## src/hv_flags_pkg.sv

```systemverilog
// Constants for the high-side fault and state flag registers
// Summary of operation
// - Both status registers read-only, flags active high
// - Clear command or pin zeroes clearable flags
// - Power-on and command reset fully reset flags
// - Persisting fault sets its flag again immediately
// - Supply overvoltage bits 7,6 latch, force protected-off
// - Three-phase-short state held on those faults
// - Desaturation bit 5 latches, forces protected-off
// - Shunt overcurrent bit 4 latches, forces protected-off
// - Bit 0 busy when other bits invalid
// - Busy re-evaluated per read, never latches
// - State bit 7 tracks protected-off state
// - Reset-seen bit 6 latches, forces protected-off
// - Thermal warning bit 4 follows comparator only
// - Config pending set by reset/begin, cleared by end
// - Power-on during config reads zero after end
// - Config mismatch bit 2 latches, forces protected-off
// - Fault register read-only, flags active high
package hv_flags_pkg;
   localparam int FLAG_W = 8;
   // Fault register bit positions
   localparam int F_OVH = 7;
   localparam int F_OVL = 6;
   localparam int F_COLLECTOR_MONITOR_PIN = 5;
   localparam int F_SHUNT = 4;
   localparam int F_UVH = 3;
   localparam int F_UVL = 2;
   localparam int F_TSD = 1;
   localparam int F_BUSY = 0;
   // State register bit positions
   localparam int S_PROT = 7;
   localparam int S_RST = 6;
   localparam int S_TWN = 4;
   localparam int S_CFG = 3;
   localparam int S_MIS = 2;
   localparam int S_LINK = 1;
   localparam int S_BUSY = 0;
   // Register selector for a read
   localparam logic SEL_FAULT = 1'h0;
   localparam logic SEL_STATE = 1'h1;
   // Values after reset; busy bit reads zero when settled
   localparam logic [7:0] FAULT_RST = 8'h00;
   localparam logic [7:0] STATE_RST = 8'hC8;
   localparam logic [7:0] LATCH_CLR_MASK = 8'h00;
   // Operating states of the high side
   typedef enum logic [2:0] {
      ST_RUN = 3'h1,
      ST_PROT = 3'h2,
      ST_SHORT = 3'h4
   } hv_state_t;
endpackage

```

## src/flag_cell.sv

```systemverilog
// One status flag cell: latched or transparent, set wins over clear
`timescale 1ns/1ps
`default_nettype none
module flag_cell
   import hv_flags_pkg::*;
(
   input wire logic core_clk, // Clock
   input wire logic rst_n, // Synchronised reset, low active
   input wire logic rst_val, // Value loaded by a clear event; reset loads zero
   input wire logic cond, // Fault condition present
   input wire logic latch_en, // High: flag latches
   input wire logic clr, // Clear event
   output logic flag_r // Flag
);
   always_ff @(posedge core_clk or negedge rst_n) begin
      if (!rst_n) begin
         flag_r <= 1'h0;
      end else if (cond) begin
         flag_r <= 1'h1;
      end else if (clr) begin
         // Power-on always zero; a clear loads the owner's cleared value
         flag_r <= rst_val;
      end else if (!latch_en) begin
         flag_r <= 1'h0;
      end
   end
endmodule
`default_nettype wire

```

## src/hv_side_fault_status_flags.sv

```systemverilog
// High-side fault and state flag register bank
`timescale 1ns/1ps
`default_nettype none
module hv_side_fault_status_flags
   import hv_flags_pkg::*;
(
   input wire logic core_clk, // 10 MHz clock
   input wire logic resetn, // High-side power-on reset, low active
   input wire logic positive_gate_supply_ov, // Overvoltage comparator
   input wire logic negative_gate_supply_ov, // Overvoltage comparator
   input wire logic collector_monitor_pin, // Desaturation comparator
   input wire logic shunt_trip, // Shunt threshold comparator
   input wire logic positive_gate_supply_uv, // Below off threshold
   input wire logic negative_gate_supply_uv, // Undervoltage comparator
   input wire logic thermal_shutdown_cmp, // Shutdown comparator with hysteresis
   input wire logic thermal_warning_cmp, // Warning comparator with hysteresis
   input wire logic config_mismatch, // Mismatch seen in config registers
   input wire logic link_timeout, // Watchdog window expired
   input wire logic fallback_short_pin, // High: fallback is short state
   input wire logic undervoltage_latch_option, // Latch undervoltage flags
   input wire logic flag_clear_command, // Clear pulse from command
   input wire logic shutdown_pin_clear, // Clear pulse from shutdown pin
   input wire logic command_reset, // Soft reset pulse
   input wire logic config_begin_command, // Begin pulse
   input wire logic config_end_command, // End pulse
   input wire logic config_mode, // Configuration mode active
   input wire logic data_settling, // Flag sources not yet stable
   input wire logic exit_protected, // Request to leave protected state
   input wire logic rd_strobe, // Read pulse
   input wire logic rd_sel, // 0 fault register, 1 state register
   output logic [7:0] rd_data_r, // Read data, held until next read
   output logic protected_off_state_r, // In protected-off state
   output logic three_phase_short_state_r // In three-phase-short state
);
   // =====================================================
   // Reset synchroniser
   logic rst_s1_r, rst_n_r;
   always_ff @(posedge core_clk or negedge resetn) begin
      if (!resetn) begin
         rst_s1_r <= 1'h0;
         rst_n_r <= 1'h0;
      end else begin
         rst_s1_r <= 1'h1;
         rst_n_r <= rst_s1_r;
      end
   end

   // =====================================================
   // Clear and reset events
   logic clr, srst, por_in_cfg_r, first_r;
   assign clr = flag_clear_command | shutdown_pin_clear;
   assign srst = command_reset;

   always_ff @(posedge core_clk or negedge rst_n_r) begin
      if (!rst_n_r) begin
         first_r <= 1'h1;
      end else begin
         first_r <= 1'h0;
      end
   end

   // =====================================================
   // Fault flags, all active high and read-only
   logic [7:1] fault_r;
   logic [7:1] fault_cond, fault_lat;
   assign fault_cond = {positive_gate_supply_ov, negative_gate_supply_ov,
      collector_monitor_pin, shunt_trip, positive_gate_supply_uv,
      negative_gate_supply_uv, thermal_shutdown_cmp};
   // Bits 7..4 latch; undervoltage latches on option; shutdown follows
   assign fault_lat = {4'hF, undervoltage_latch_option, undervoltage_latch_option, 1'h0};

   // Soft reset clears fault flags exactly as a clear event does
   for (genvar i = 1; i < FLAG_W; i++) begin : g_fault
      flag_cell flag_cell_i (
         .core_clk(core_clk), // Clock
         .rst_n(rst_n_r), // Synchronised reset
         .rst_val(FAULT_RST[i]), // Value after clear
         .cond(fault_cond[i]),
         .latch_en(fault_lat[i]), // Latch or follow
         .clr(clr | srst),
         .flag_r(fault_r[i]) // Flag
      );
   end

   // =====================================================
   // State flags
   logic reset_seen_r, mismatch_r, link_r, cfg_pending_r;
   always_ff @(posedge core_clk or negedge rst_n_r) begin
      if (!rst_n_r) begin
         reset_seen_r <= STATE_RST[S_RST];
      end else if (srst) begin
         reset_seen_r <= 1'h1;
      end else if (clr) begin
         reset_seen_r <= 1'h0;
      end
   end

   always_ff @(posedge core_clk or negedge rst_n_r) begin
      if (!rst_n_r) begin
         mismatch_r <= 1'h0;
      end else if (config_mismatch) begin
         mismatch_r <= 1'h1;
      end else if (clr || srst) begin
         mismatch_r <= 1'h0;
      end
   end

   always_ff @(posedge core_clk or negedge rst_n_r) begin
      if (!rst_n_r) begin
         link_r <= 1'h0;
      end else if (link_timeout) begin
         link_r <= 1'h1;
      end else if (clr || srst) begin
         link_r <= 1'h0;
      end
   end

   // Config pending ignores clear events
   always_ff @(posedge core_clk or negedge rst_n_r) begin
      if (!rst_n_r) begin
         cfg_pending_r <= STATE_RST[S_CFG];
         por_in_cfg_r <= 1'h0;
      end else begin
         if (first_r && config_mode) begin
            por_in_cfg_r <= 1'h1;
         end else if (config_end_command) begin
            por_in_cfg_r <= 1'h0;
         end
         if (srst || config_begin_command) begin
            cfg_pending_r <= 1'h1;
         end else if (config_end_command && (config_mode || por_in_cfg_r)) begin
            cfg_pending_r <= 1'h0;
         end
      end
   end

   // =====================================================
   // Operating state
   hv_state_t st_r;
   logic force_prot, force_short;
   // Reset-seen also forces protected-off until cleared
   assign force_prot = fault_r[F_OVH] | fault_r[F_OVL] | fault_r[F_COLLECTOR_MONITOR_PIN] |
      fault_r[F_SHUNT] | fault_r[F_UVH] | fault_r[F_UVL] | fault_r[F_TSD] |
      reset_seen_r | mismatch_r | (link_r & !fallback_short_pin);
   assign force_short = link_r & fallback_short_pin;
   // Raw negative-supply and link faults pin the short state at once
   logic short_hold;
   assign short_hold = negative_gate_supply_ov | negative_gate_supply_uv | link_timeout;

   always_ff @(posedge core_clk or negedge rst_n_r) begin
      if (!rst_n_r) begin
         st_r <= ST_PROT;
      end else begin
         unique case (st_r)
            ST_RUN: begin
               if (force_short) begin
                  st_r <= ST_SHORT;
               end else if (force_prot) begin
                  st_r <= ST_PROT;
               end
            end
            ST_PROT: begin
               if (force_short) begin
                  st_r <= ST_SHORT;
               end else if (!force_prot && exit_protected) begin
                  st_r <= ST_RUN;
               end
            end
            ST_SHORT: begin
               // Stays put on supply or link faults; leaves only when all clear
               if (!force_short && !force_prot && !short_hold && exit_protected) begin
                  st_r <= ST_RUN;
               end
            end
            default: st_r <= ST_PROT;
         endcase
      end
   end

   always_ff @(posedge core_clk or negedge rst_n_r) begin
      if (!rst_n_r) begin
         protected_off_state_r <= 1'h1;
         three_phase_short_state_r <= 1'h0;
      end else begin
         protected_off_state_r <= (st_r == ST_PROT);
         three_phase_short_state_r <= (st_r == ST_SHORT);
      end
   end

   logic [7:0] state_flags;
   assign state_flags = {st_r == ST_PROT, reset_seen_r, 1'h0,
      thermal_warning_cmp, cfg_pending_r, mismatch_r, link_r, 1'h0};

   // =====================================================
   // Read port; busy is judged per read and never held
   always_ff @(posedge core_clk or negedge rst_n_r) begin
      if (!rst_n_r) begin
         rd_data_r <= 8'h00;
      end else if (rd_strobe) begin
         if (rd_sel == SEL_FAULT) begin
            rd_data_r <= {fault_r[7:1], data_settling};
         end else begin
            rd_data_r <= {state_flags[7:1], data_settling};
         end
      end
   end

   // =====================================================
   // Checks
   // Host repeats config after mismatch; nothing enforced here
   ovh_latch_a: assert property (@(posedge core_clk) disable iff (!rst_n_r)
      positive_gate_supply_ov |=> fault_r[F_OVH] ##1 (st_r != ST_RUN))
      else $error("overvoltage flag not latched");
   ovh_hold_a: assert property (@(posedge core_clk) disable iff (!rst_n_r)
      fault_r[F_OVH] && !clr && !srst |=> fault_r[F_OVH])
      else $error("overvoltage flag dropped");
   ovl_latch_a: assert property (@(posedge core_clk) disable iff (!rst_n_r)
      negative_gate_supply_ov |=> fault_r[F_OVL] ##1 (st_r != ST_RUN))
      else $error("negative overvoltage flag not latched");
   collector_monitor_pin_hold_a: assert property (@(posedge core_clk) disable iff (!rst_n_r)
      fault_r[F_COLLECTOR_MONITOR_PIN] && !clr && !srst |=> fault_r[F_COLLECTOR_MONITOR_PIN])
      else $error("desaturation flag dropped");
   collector_monitor_pin_force_a: assert property (@(posedge core_clk) disable iff (!rst_n_r)
      collector_monitor_pin |=> fault_r[F_COLLECTOR_MONITOR_PIN] ##1 (st_r != ST_RUN))
      else $error("desaturation did not protect");
   shunt_set_a: assert property (@(posedge core_clk) disable iff (!rst_n_r)
      shunt_trip |=> fault_r[F_SHUNT] ##1 (st_r != ST_RUN))
      else $error("shunt flag not set");
   shunt_hold_a: assert property (@(posedge core_clk) disable iff (!rst_n_r)
      fault_r[F_SHUNT] && !clr && !srst |=> fault_r[F_SHUNT])
      else $error("shunt flag dropped");
   clear_zero_a: assert property (@(posedge core_clk) disable iff (!rst_n_r)
      clr && !(|fault_cond) |=> fault_r == 7'h00)
      else $error("clear left fault flags");
   soft_zero_a: assert property (@(posedge core_clk) disable iff (!rst_n_r)
      srst && !(|fault_cond) && !config_mismatch && !link_timeout
         |=> fault_r == 7'h00 && cfg_pending_r && !mismatch_r && !link_r)
      else $error("soft reset left flags");
   uvh_follow_a: assert property (@(posedge core_clk) disable iff (!rst_n_r)
      !undervoltage_latch_option && !positive_gate_supply_uv |=> !fault_r[F_UVH])
      else $error("unlatched undervoltage held");
   uvh_latch_a: assert property (@(posedge core_clk) disable iff (!rst_n_r)
      undervoltage_latch_option && fault_r[F_UVH] && !clr && !srst |=> fault_r[F_UVH])
      else $error("latched undervoltage dropped");
   uvl_follow_a: assert property (@(posedge core_clk) disable iff (!rst_n_r)
      !undervoltage_latch_option && !negative_gate_supply_uv |=> !fault_r[F_UVL])
      else $error("unlatched negative undervoltage held");
   tsd_follow_a: assert property (@(posedge core_clk) disable iff (!rst_n_r)
      thermal_shutdown_cmp ##1 !thermal_shutdown_cmp |=> !fault_r[F_TSD])
      else $error("shutdown flag latched");
   tsd_force_a: assert property (@(posedge core_clk) disable iff (!rst_n_r)
      thermal_shutdown_cmp |=> fault_r[F_TSD] ##1 (st_r != ST_RUN))
      else $error("shutdown did not protect");
   cfg_keep_a: assert property (@(posedge core_clk) disable iff (!rst_n_r)
      cfg_pending_r && clr && !config_end_command |=> cfg_pending_r)
      else $error("clear removed config pending");
   cfg_begin_a: assert property (@(posedge core_clk) disable iff (!rst_n_r)
      config_begin_command || srst |=> cfg_pending_r)
      else $error("config pending not set");
   cfg_end_a: assert property (@(posedge core_clk) disable iff (!rst_n_r)
      config_end_command && config_mode && !config_begin_command && !srst |=> !cfg_pending_r)
      else $error("config pending not cleared");
   short_stay_a: assert property (@(posedge core_clk) disable iff (!rst_n_r)
      st_r == ST_SHORT && (negative_gate_supply_ov || negative_gate_supply_uv ||
         link_timeout) |=> st_r == ST_SHORT)
      else $error("short state left on fault");
   reset_seen_a: assert property (@(posedge core_clk) disable iff (!rst_n_r)
      srst |=> reset_seen_r ##1 (st_r != ST_RUN))
      else $error("soft reset not recorded");
   reset_clear_a: assert property (@(posedge core_clk) disable iff (!rst_n_r)
      reset_seen_r && clr && !srst |=> !reset_seen_r)
      else $error("reset seen not cleared");
   prot_track_a: assert property (@(posedge core_clk) disable iff (!rst_n_r)
      rd_strobe && rd_sel == SEL_STATE |=> rd_data_r[S_PROT] == protected_off_state_r)
      else $error("protected bit disagrees with state");
   twn_follow_a: assert property (@(posedge core_clk) disable iff (!rst_n_r)
      rd_strobe && rd_sel == SEL_STATE |=> rd_data_r[S_TWN] == $past(thermal_warning_cmp))
      else $error("warning bit not following");
   mismatch_set_a: assert property (@(posedge core_clk) disable iff (!rst_n_r)
      config_mismatch |=> mismatch_r ##1 (st_r != ST_RUN))
      else $error("mismatch not latched");
   mismatch_hold_a: assert property (@(posedge core_clk) disable iff (!rst_n_r)
      mismatch_r && !clr && !srst |=> mismatch_r)
      else $error("mismatch flag dropped");
   link_set_a: assert property (@(posedge core_clk) disable iff (!rst_n_r)
      link_timeout |=> link_r ##1 (st_r != ST_RUN))
      else $error("link timeout not latched");
   link_hold_a: assert property (@(posedge core_clk) disable iff (!rst_n_r)
      link_r && !clr && !srst |=> link_r)
      else $error("link timeout flag dropped");
   link_sel_a: assert property (@(posedge core_clk) disable iff (!rst_n_r)
      link_timeout && fallback_short_pin ##1 fallback_short_pin |=> st_r == ST_SHORT)
      else $error("fallback short not taken");
   fault_read_a: assert property (@(posedge core_clk) disable iff (!rst_n_r)
      rd_strobe && rd_sel == SEL_FAULT |=> rd_data_r[7:1] == $past(fault_r))
      else $error("fault read data wrong");
   state_read_a: assert property (@(posedge core_clk) disable iff (!rst_n_r)
      rd_strobe && rd_sel == SEL_STATE |=> rd_data_r[S_CFG] == $past(cfg_pending_r))
      else $error("config pending read wrong");
   busy_read_a: assert property (@(posedge core_clk) disable iff (!rst_n_r)
      rd_strobe |=> rd_data_r[0] == $past(data_settling))
      else $error("busy bit not re-evaluated");
endmodule
`default_nettype wire

```

## config.mk

```make
export PLATFORM = sky130hd
export DESIGN_NAME = hv_side_fault_status_flags
export DESIGN_NICKNAME = d
export VERILOG_FILES = /design/src/hv_flags_pkg.sv /design/src/flag_cell.sv /design/src/hv_side_fault_status_flags.sv
export SDC_FILE = /design/constraint.sdc
export NUM_CORES = 1
export LEC_CHECK = 0
export ABC_AREA = 1
export ABC_CLOCK_PERIOD_IN_PS = 1700
export BUFFER_PORTS_ARGS = -buffer_cell sky130_fd_sc_hd__buf_2
export CORE_MARGIN = 2
export CORE_UTILIZATION = 40
export CTS_CLUSTER_SIZE = 8
export DETAILED_ROUTE_END_ITERATION = 10
export HOLD_SLACK_MARGIN = 0.1
export PLACE_DENSITY_LB_ADDON = 0.05
export SYNTH_ARGS = -nofsm -noshare
export SYNTH_HDL_FRONTEND = slang
export SYNTH_SLANG_ARGS = --single-unit
```

## constraint.sdc

```tcl
create_clock -name core_clk -period 1.7 [get_ports core_clk]
set_input_delay 0.34 -clock core_clk [delete_from_list [all_inputs] [get_ports core_clk]]
set_output_delay 0.34 -clock core_clk [all_outputs]
set_load 0.01 [all_outputs]
```

After elaboration in Yosys (flattened, before gate mapping). Index checks and enable logic that the tools add are counted.

Equal/unequal tests: 8. Multiplexer cells: 26. Bitwise logic cells: 15. Reductions and logical operators: 23.

Operator list (number): 2-to-1 mux 1 bit (19); nonzero test 2 bit (9); 2-to-1 mux 3 bit (5); bitwise OR 1 bit (13); != test 3 x 2 -> 1 bit (second input constant) (3); case mux 3 bit (3 select lines) (1); 2-to-1 mux 8 bit (1); logical AND 1 bit (6); logical NOT 1 bit (4); equality test 3 x 1 -> 1 bit (second input constant) (1); equality test 3 x 2 -> 1 bit (second input constant) (1); equality test 3 bit (second input constant) (1); logical OR 1 bit (3); != test 3 bit (second input constant) (1); AND reduction 3 bit (1); AND 1 bit (2); != test 2 bit (second input constant) (1).

Register bits: 28. Logic and storage cells: 91.

Logic depth before layout (Yosys ltp).
Word-level depth: 15. Mapped depth: 8. Depth with buffers taken out: 8.

Hierarchy. A second synthesis with hierarchy kept.

Cell total of the unflattened synthesis: 146. Area total of the unflattened synthesis: 1244.9 µm².

By module, submodules not included: hv_side_fault_status_flags (instances 1, cells each 111, area each 947.2 µm²); flag_cell (instances 7, cells each 5, area each 42.5 µm²).

Worst setup path before layout. Ideal clock, no wire load.

Path kind: reg-to-reg. Start point: reg st_r[1]. End point: reg st_r[0]. Arrival time: 947 ps. Slack: 632 ps. Cell stages (with the launch flop): 6. Period minus slack after synthesis: 1068 ps. Cell sequence: dfstp_2 > nand3_1 > nor2_1 > nand2_2 > nand2_2 > a21oi_2.

Word-level cells in the longest chain between the ends: 3. Elaborated cells between the ends (all ways): 8. Those cells by class: eq/ne: 6; mux: 1; reduce/logical: 1.

Ends and longest elaborated chain: from (decl) (line hv_side_fault_status_flags.sv:139) `hv_state_t st_r;`; from (signal assigned) (line hv_side_fault_status_flags.sv:152) `st_r <= ST_PROT;`; from (signal assigned) (line hv_side_fault_status_flags.sv:157) `st_r <= ST_SHORT;`; from (signal assigned) (line hv_side_fault_status_flags.sv:159) `st_r <= ST_PROT;`; equality test 3 x 2 -> 1 bit, or another cell as far along (line hv_side_fault_status_flags.sv:154) `unique case (st_r)`; != test 3 x 2 -> 1 bit (no source line), or another cell as far along; AND reduction 3 bit (no source line).

Parallel ways exist; a longest one is shown, timed or not. A chain may end at the register's enable or synchronous reset.

Final worst setup path.
Start point: reg protected_off_state_r. End point: out protected_off_state_r.

RTL lines: from (decl) (line hv_side_fault_status_flags.sv:32) `output logic protected_off_state_r,`; from (signal assigned) (line hv_side_fault_status_flags.sv:185) `protected_off_state_r <= (st_r == ST_PROT);`.

No word-level cell between the ends.

==> results.sh <==
export IMPL_max_freq_mhz=761
export IMPL_largest_register="rd_data_r"
export IMPL_ys_ff_latch=28
export IMPL_yosys_warnings=0
export IMPL_use_met3_pct=4.40
export IMPL_grt_max_degree=27
export IMPL_clock_path_buffers=2
export IMPL_die_w_um=58.3
export IMPL_hp_class="in -> reg"
export IMPL_drc=0
export IMPL_arrival_ns=0.97
export IMPL_synth_edff_count=0
export IMPL_htreeDepth=1
export IMPL_cp_slowest_cell="dfstp_2"
export IMPL_reg2reg_from="st_r[1]"
export IMPL_dpl_cell_area_um2=1390
export IMPL_cp_depth=1
export IMPL_grtUsageMet2_pct=24.1
export IMPL_syn_nets=151
export IMPL_yosysSeqAreaShare_pct=59.9
export IMPL_viasPerCell=4.79
export IMPL_layout_commonest_cell="buf_2"
export IMPL_fin_tns_setup_ns=0
export IMPL_setup_violations=0
export IMPL_core_um2=2780
export IMPL_drtIter0Drc=33
export IMPL_postCtsSetupBuffers=0
export IMPL_clkTransAtPathRegs_ns=0.14
export IMPL_cts_buffers=3
export IMPL_crit_path_end="protected_off_state_r"
export IMPL_internal_power_mw=1.03
export IMPL_crit_start="protected_off_state_r"
export IMPL_die_area_um2=3400
export IMPL_stdcell_area_um2=1430
export IMPL_final_cell_mix="buf_2 (33), nand2_1 (31), dfrtp_1 (23)"
export IMPL_hold_viol_final=0
export IMPL_worstSetupPathType="reg -> out"
export IMPL_leakage_nw=0.744
export IMPL_ctsRootBufferMaster="clkbuf_4"
export IMPL_postSynth_asyncResetShare_pct=100
export IMPL_seq_power_share_pct=55.7
export IMPL_n_antenna_cell=0
export IMPL_timing_rr_end="st_r[1]"
export IMPL_grt_util_met1_pct=20.2
export IMPL_grt_pass1_vias=920
export IMPL_utilization_pct=51.6
export IMPL_ir_drop_mv=0.754
export IMPL_worstRegToRegCells=5
export IMPL_rows=19
export IMPL_top_regs="rd_data_r (8), g_fault.flag_cell_i.flag_r (7), st_r (3)"
export IMPL_grt_ovfl_total=0
export IMPL_die_y_um=58.3
export IMPL_cellPowerDensity_nw_per_um2=1040
export IMPL_finalNonFillerCells=197
export IMPL_gr_usage_all_layers_pct=15.1
export IMPL_power_switching_uw=460
export IMPL_end_kind="primary output"
export IMPL_clock_power_share_pct=18.3
export IMPL_busiest_layer="met2"
export IMPL_grt_first_pass_wirelength_um=3930
export IMPL_cap_violations=0
export IMPL_drive_gt1_share_pct=32.5
export IMPL_final_max_slew_viol_count=0
export IMPL_routed_wl_um=2320
export IMPL_critPathTopFamily="flip-flops"
export IMPL_largest_register_ff_count=8
export IMPL_worstPathMaxFanout=1
export IMPL_antenna_found_initial=0
export IMPL_netlist_area_um2=1180
export IMPL_area_growth_pct=21.4
export IMPL_portBuffers=33
export IMPL_p_comb_share_pct=26.0
export IMPL_start_kind="flip-flop"
export IMPL_power_mw=1.49
export IMPL_ff2ff_setup_slack_ns=0.49
export IMPL_hpwl_um=1800
export IMPL_min_period_ns=1.31
export IMPL_synth_ff_type="dfrtp_1"
export IMPL_fin_crit_sh_pct=77.3
export IMPL_synthCells=127
export IMPL_fin_skew_ns=0.00784
export IMPL_cts_tree="done"
export IMPL_synth_area_per_cell_um2=9.30
export IMPL_rsz0062_at_grt="no"
export IMPL_num_io_pins=34
export IMPL_post_drt_wl_per_cell_um=11.8
export IMPL_start_util_pct=42.5
export IMPL_status="finished, final reports clean"
export IMPL_required_ns=1.36
export IMPL_ant_nets=0
export IMPL_place_congestion=0.751
export IMPL_clock_sinks=28
export IMPL_power_switching_share_pct=30.9
export IMPL_critPathMaxStageDelay_ns=0.54
export IMPL_dp_cells=191
export IMPL_yosys_cell_types_count=23
export IMPL_nets=191
export IMPL_dr_pass1_iters=4
export IMPL_worstPathCellList="buf_2"
export IMPL_via_count=943
export IMPL_path_buf_inv=1
export IMPL_clk_latency_ns=0.32
metrics by stage:
step | hold slack (ns) | worst slack (ns)
2_1_floorplan | 0.0444 | 0.632
3_3_place_gp | 0.125 | 0.576
3_5_place_dp | 0.131 | 0.520
4_1_cts | 0.107 | 0.371
5_1_grt | 0.180 | 0.339
6_report | 0.206 | 0.386
how the worst min path moves through the flow:
stage                     slack [ns]  depth (start not counted)                 start                            end
final                           0.21                          2  config_begin_command                  cfg_pending_r
after detailed placement        0.13                          1                resetn                        rst_n_r
after floorplan                 0.04                          0                resetn                        rst_n_r
after CTS                       0.11                          1  thermal_shutdown_cmp  g_fault[1].flag_cell_i.flag_r
after global placement          0.13                          1                resetn                       rst_s1_r
after global routing            0.18                          2       config_mismatch                     mismatch_r
per-layer routing:
layer	wire (µm)	part of all wire (%)
met5	0	0
met4	16	0.69
met3	141	6.1
met2	1080	47
met1	1080	47
layout make-up:
type / count / area, µm²
Fill cell: 267 / 1350
Clock buffer: 4 / 26.3
Tap cell: 31 / 38.8
Timing Repair Buffer: 36 / 193
Inverter: 19 / 71.3
Sequential cell: 28 / 707
Multi-Input combinational cell: 79 / 398
kinds of logic (layout without fill, tap and decap cells):
logic type | after synthesis | in the layout | share of synthesized area (%)
and+or+nand+nor | 58 | 58 | 21.7
AOI/OAI and AO/OA | 18 | 18 | 10.4
buffers and inverters | 20 | 59 | 6.46
muxes | 1 | 1 | 0.953
other | 2 | 2 | 0.636
DFF | 28 | 28 | 59.9
power groups by stage:
stage | clock [mW] | combinational (mW) | sequential (mW)
floorplan | 0 | 0.232 | 0.864
global placement | 0 | 0.366 | 0.836
detailed placement | 0 | 0.385 | 0.842
CTS | 0.285 | 0.388 | 0.829
global route | 0.313 | 0.442 | 0.842
finish | 0.272 | 0.387 | 0.829
cell usage after synthesis (2+ instances only):
library cell   n  share of area [%]
inv_1         17                5.4
nor2_1        11                3.5
nand2_1       31                9.9
nor2_2         3                1.6
inv_2          2               0.64
nand4_1        3                1.6
o21bai_1       4                2.5
nand3_1        5                2.1
dfrtp_1       23                 49
o21ai_0        3                1.3
dfstp_2        5                 11
nand2_2        3                1.6
a31oi_1        6                3.2
conb_1         2               0.64
what timing repair did:
item                      CTS  global route
gates resized for setup     0             0
hold endpoints to repair    2             1
hold buffers                1             1
Power figures use the tool's default switching activity.
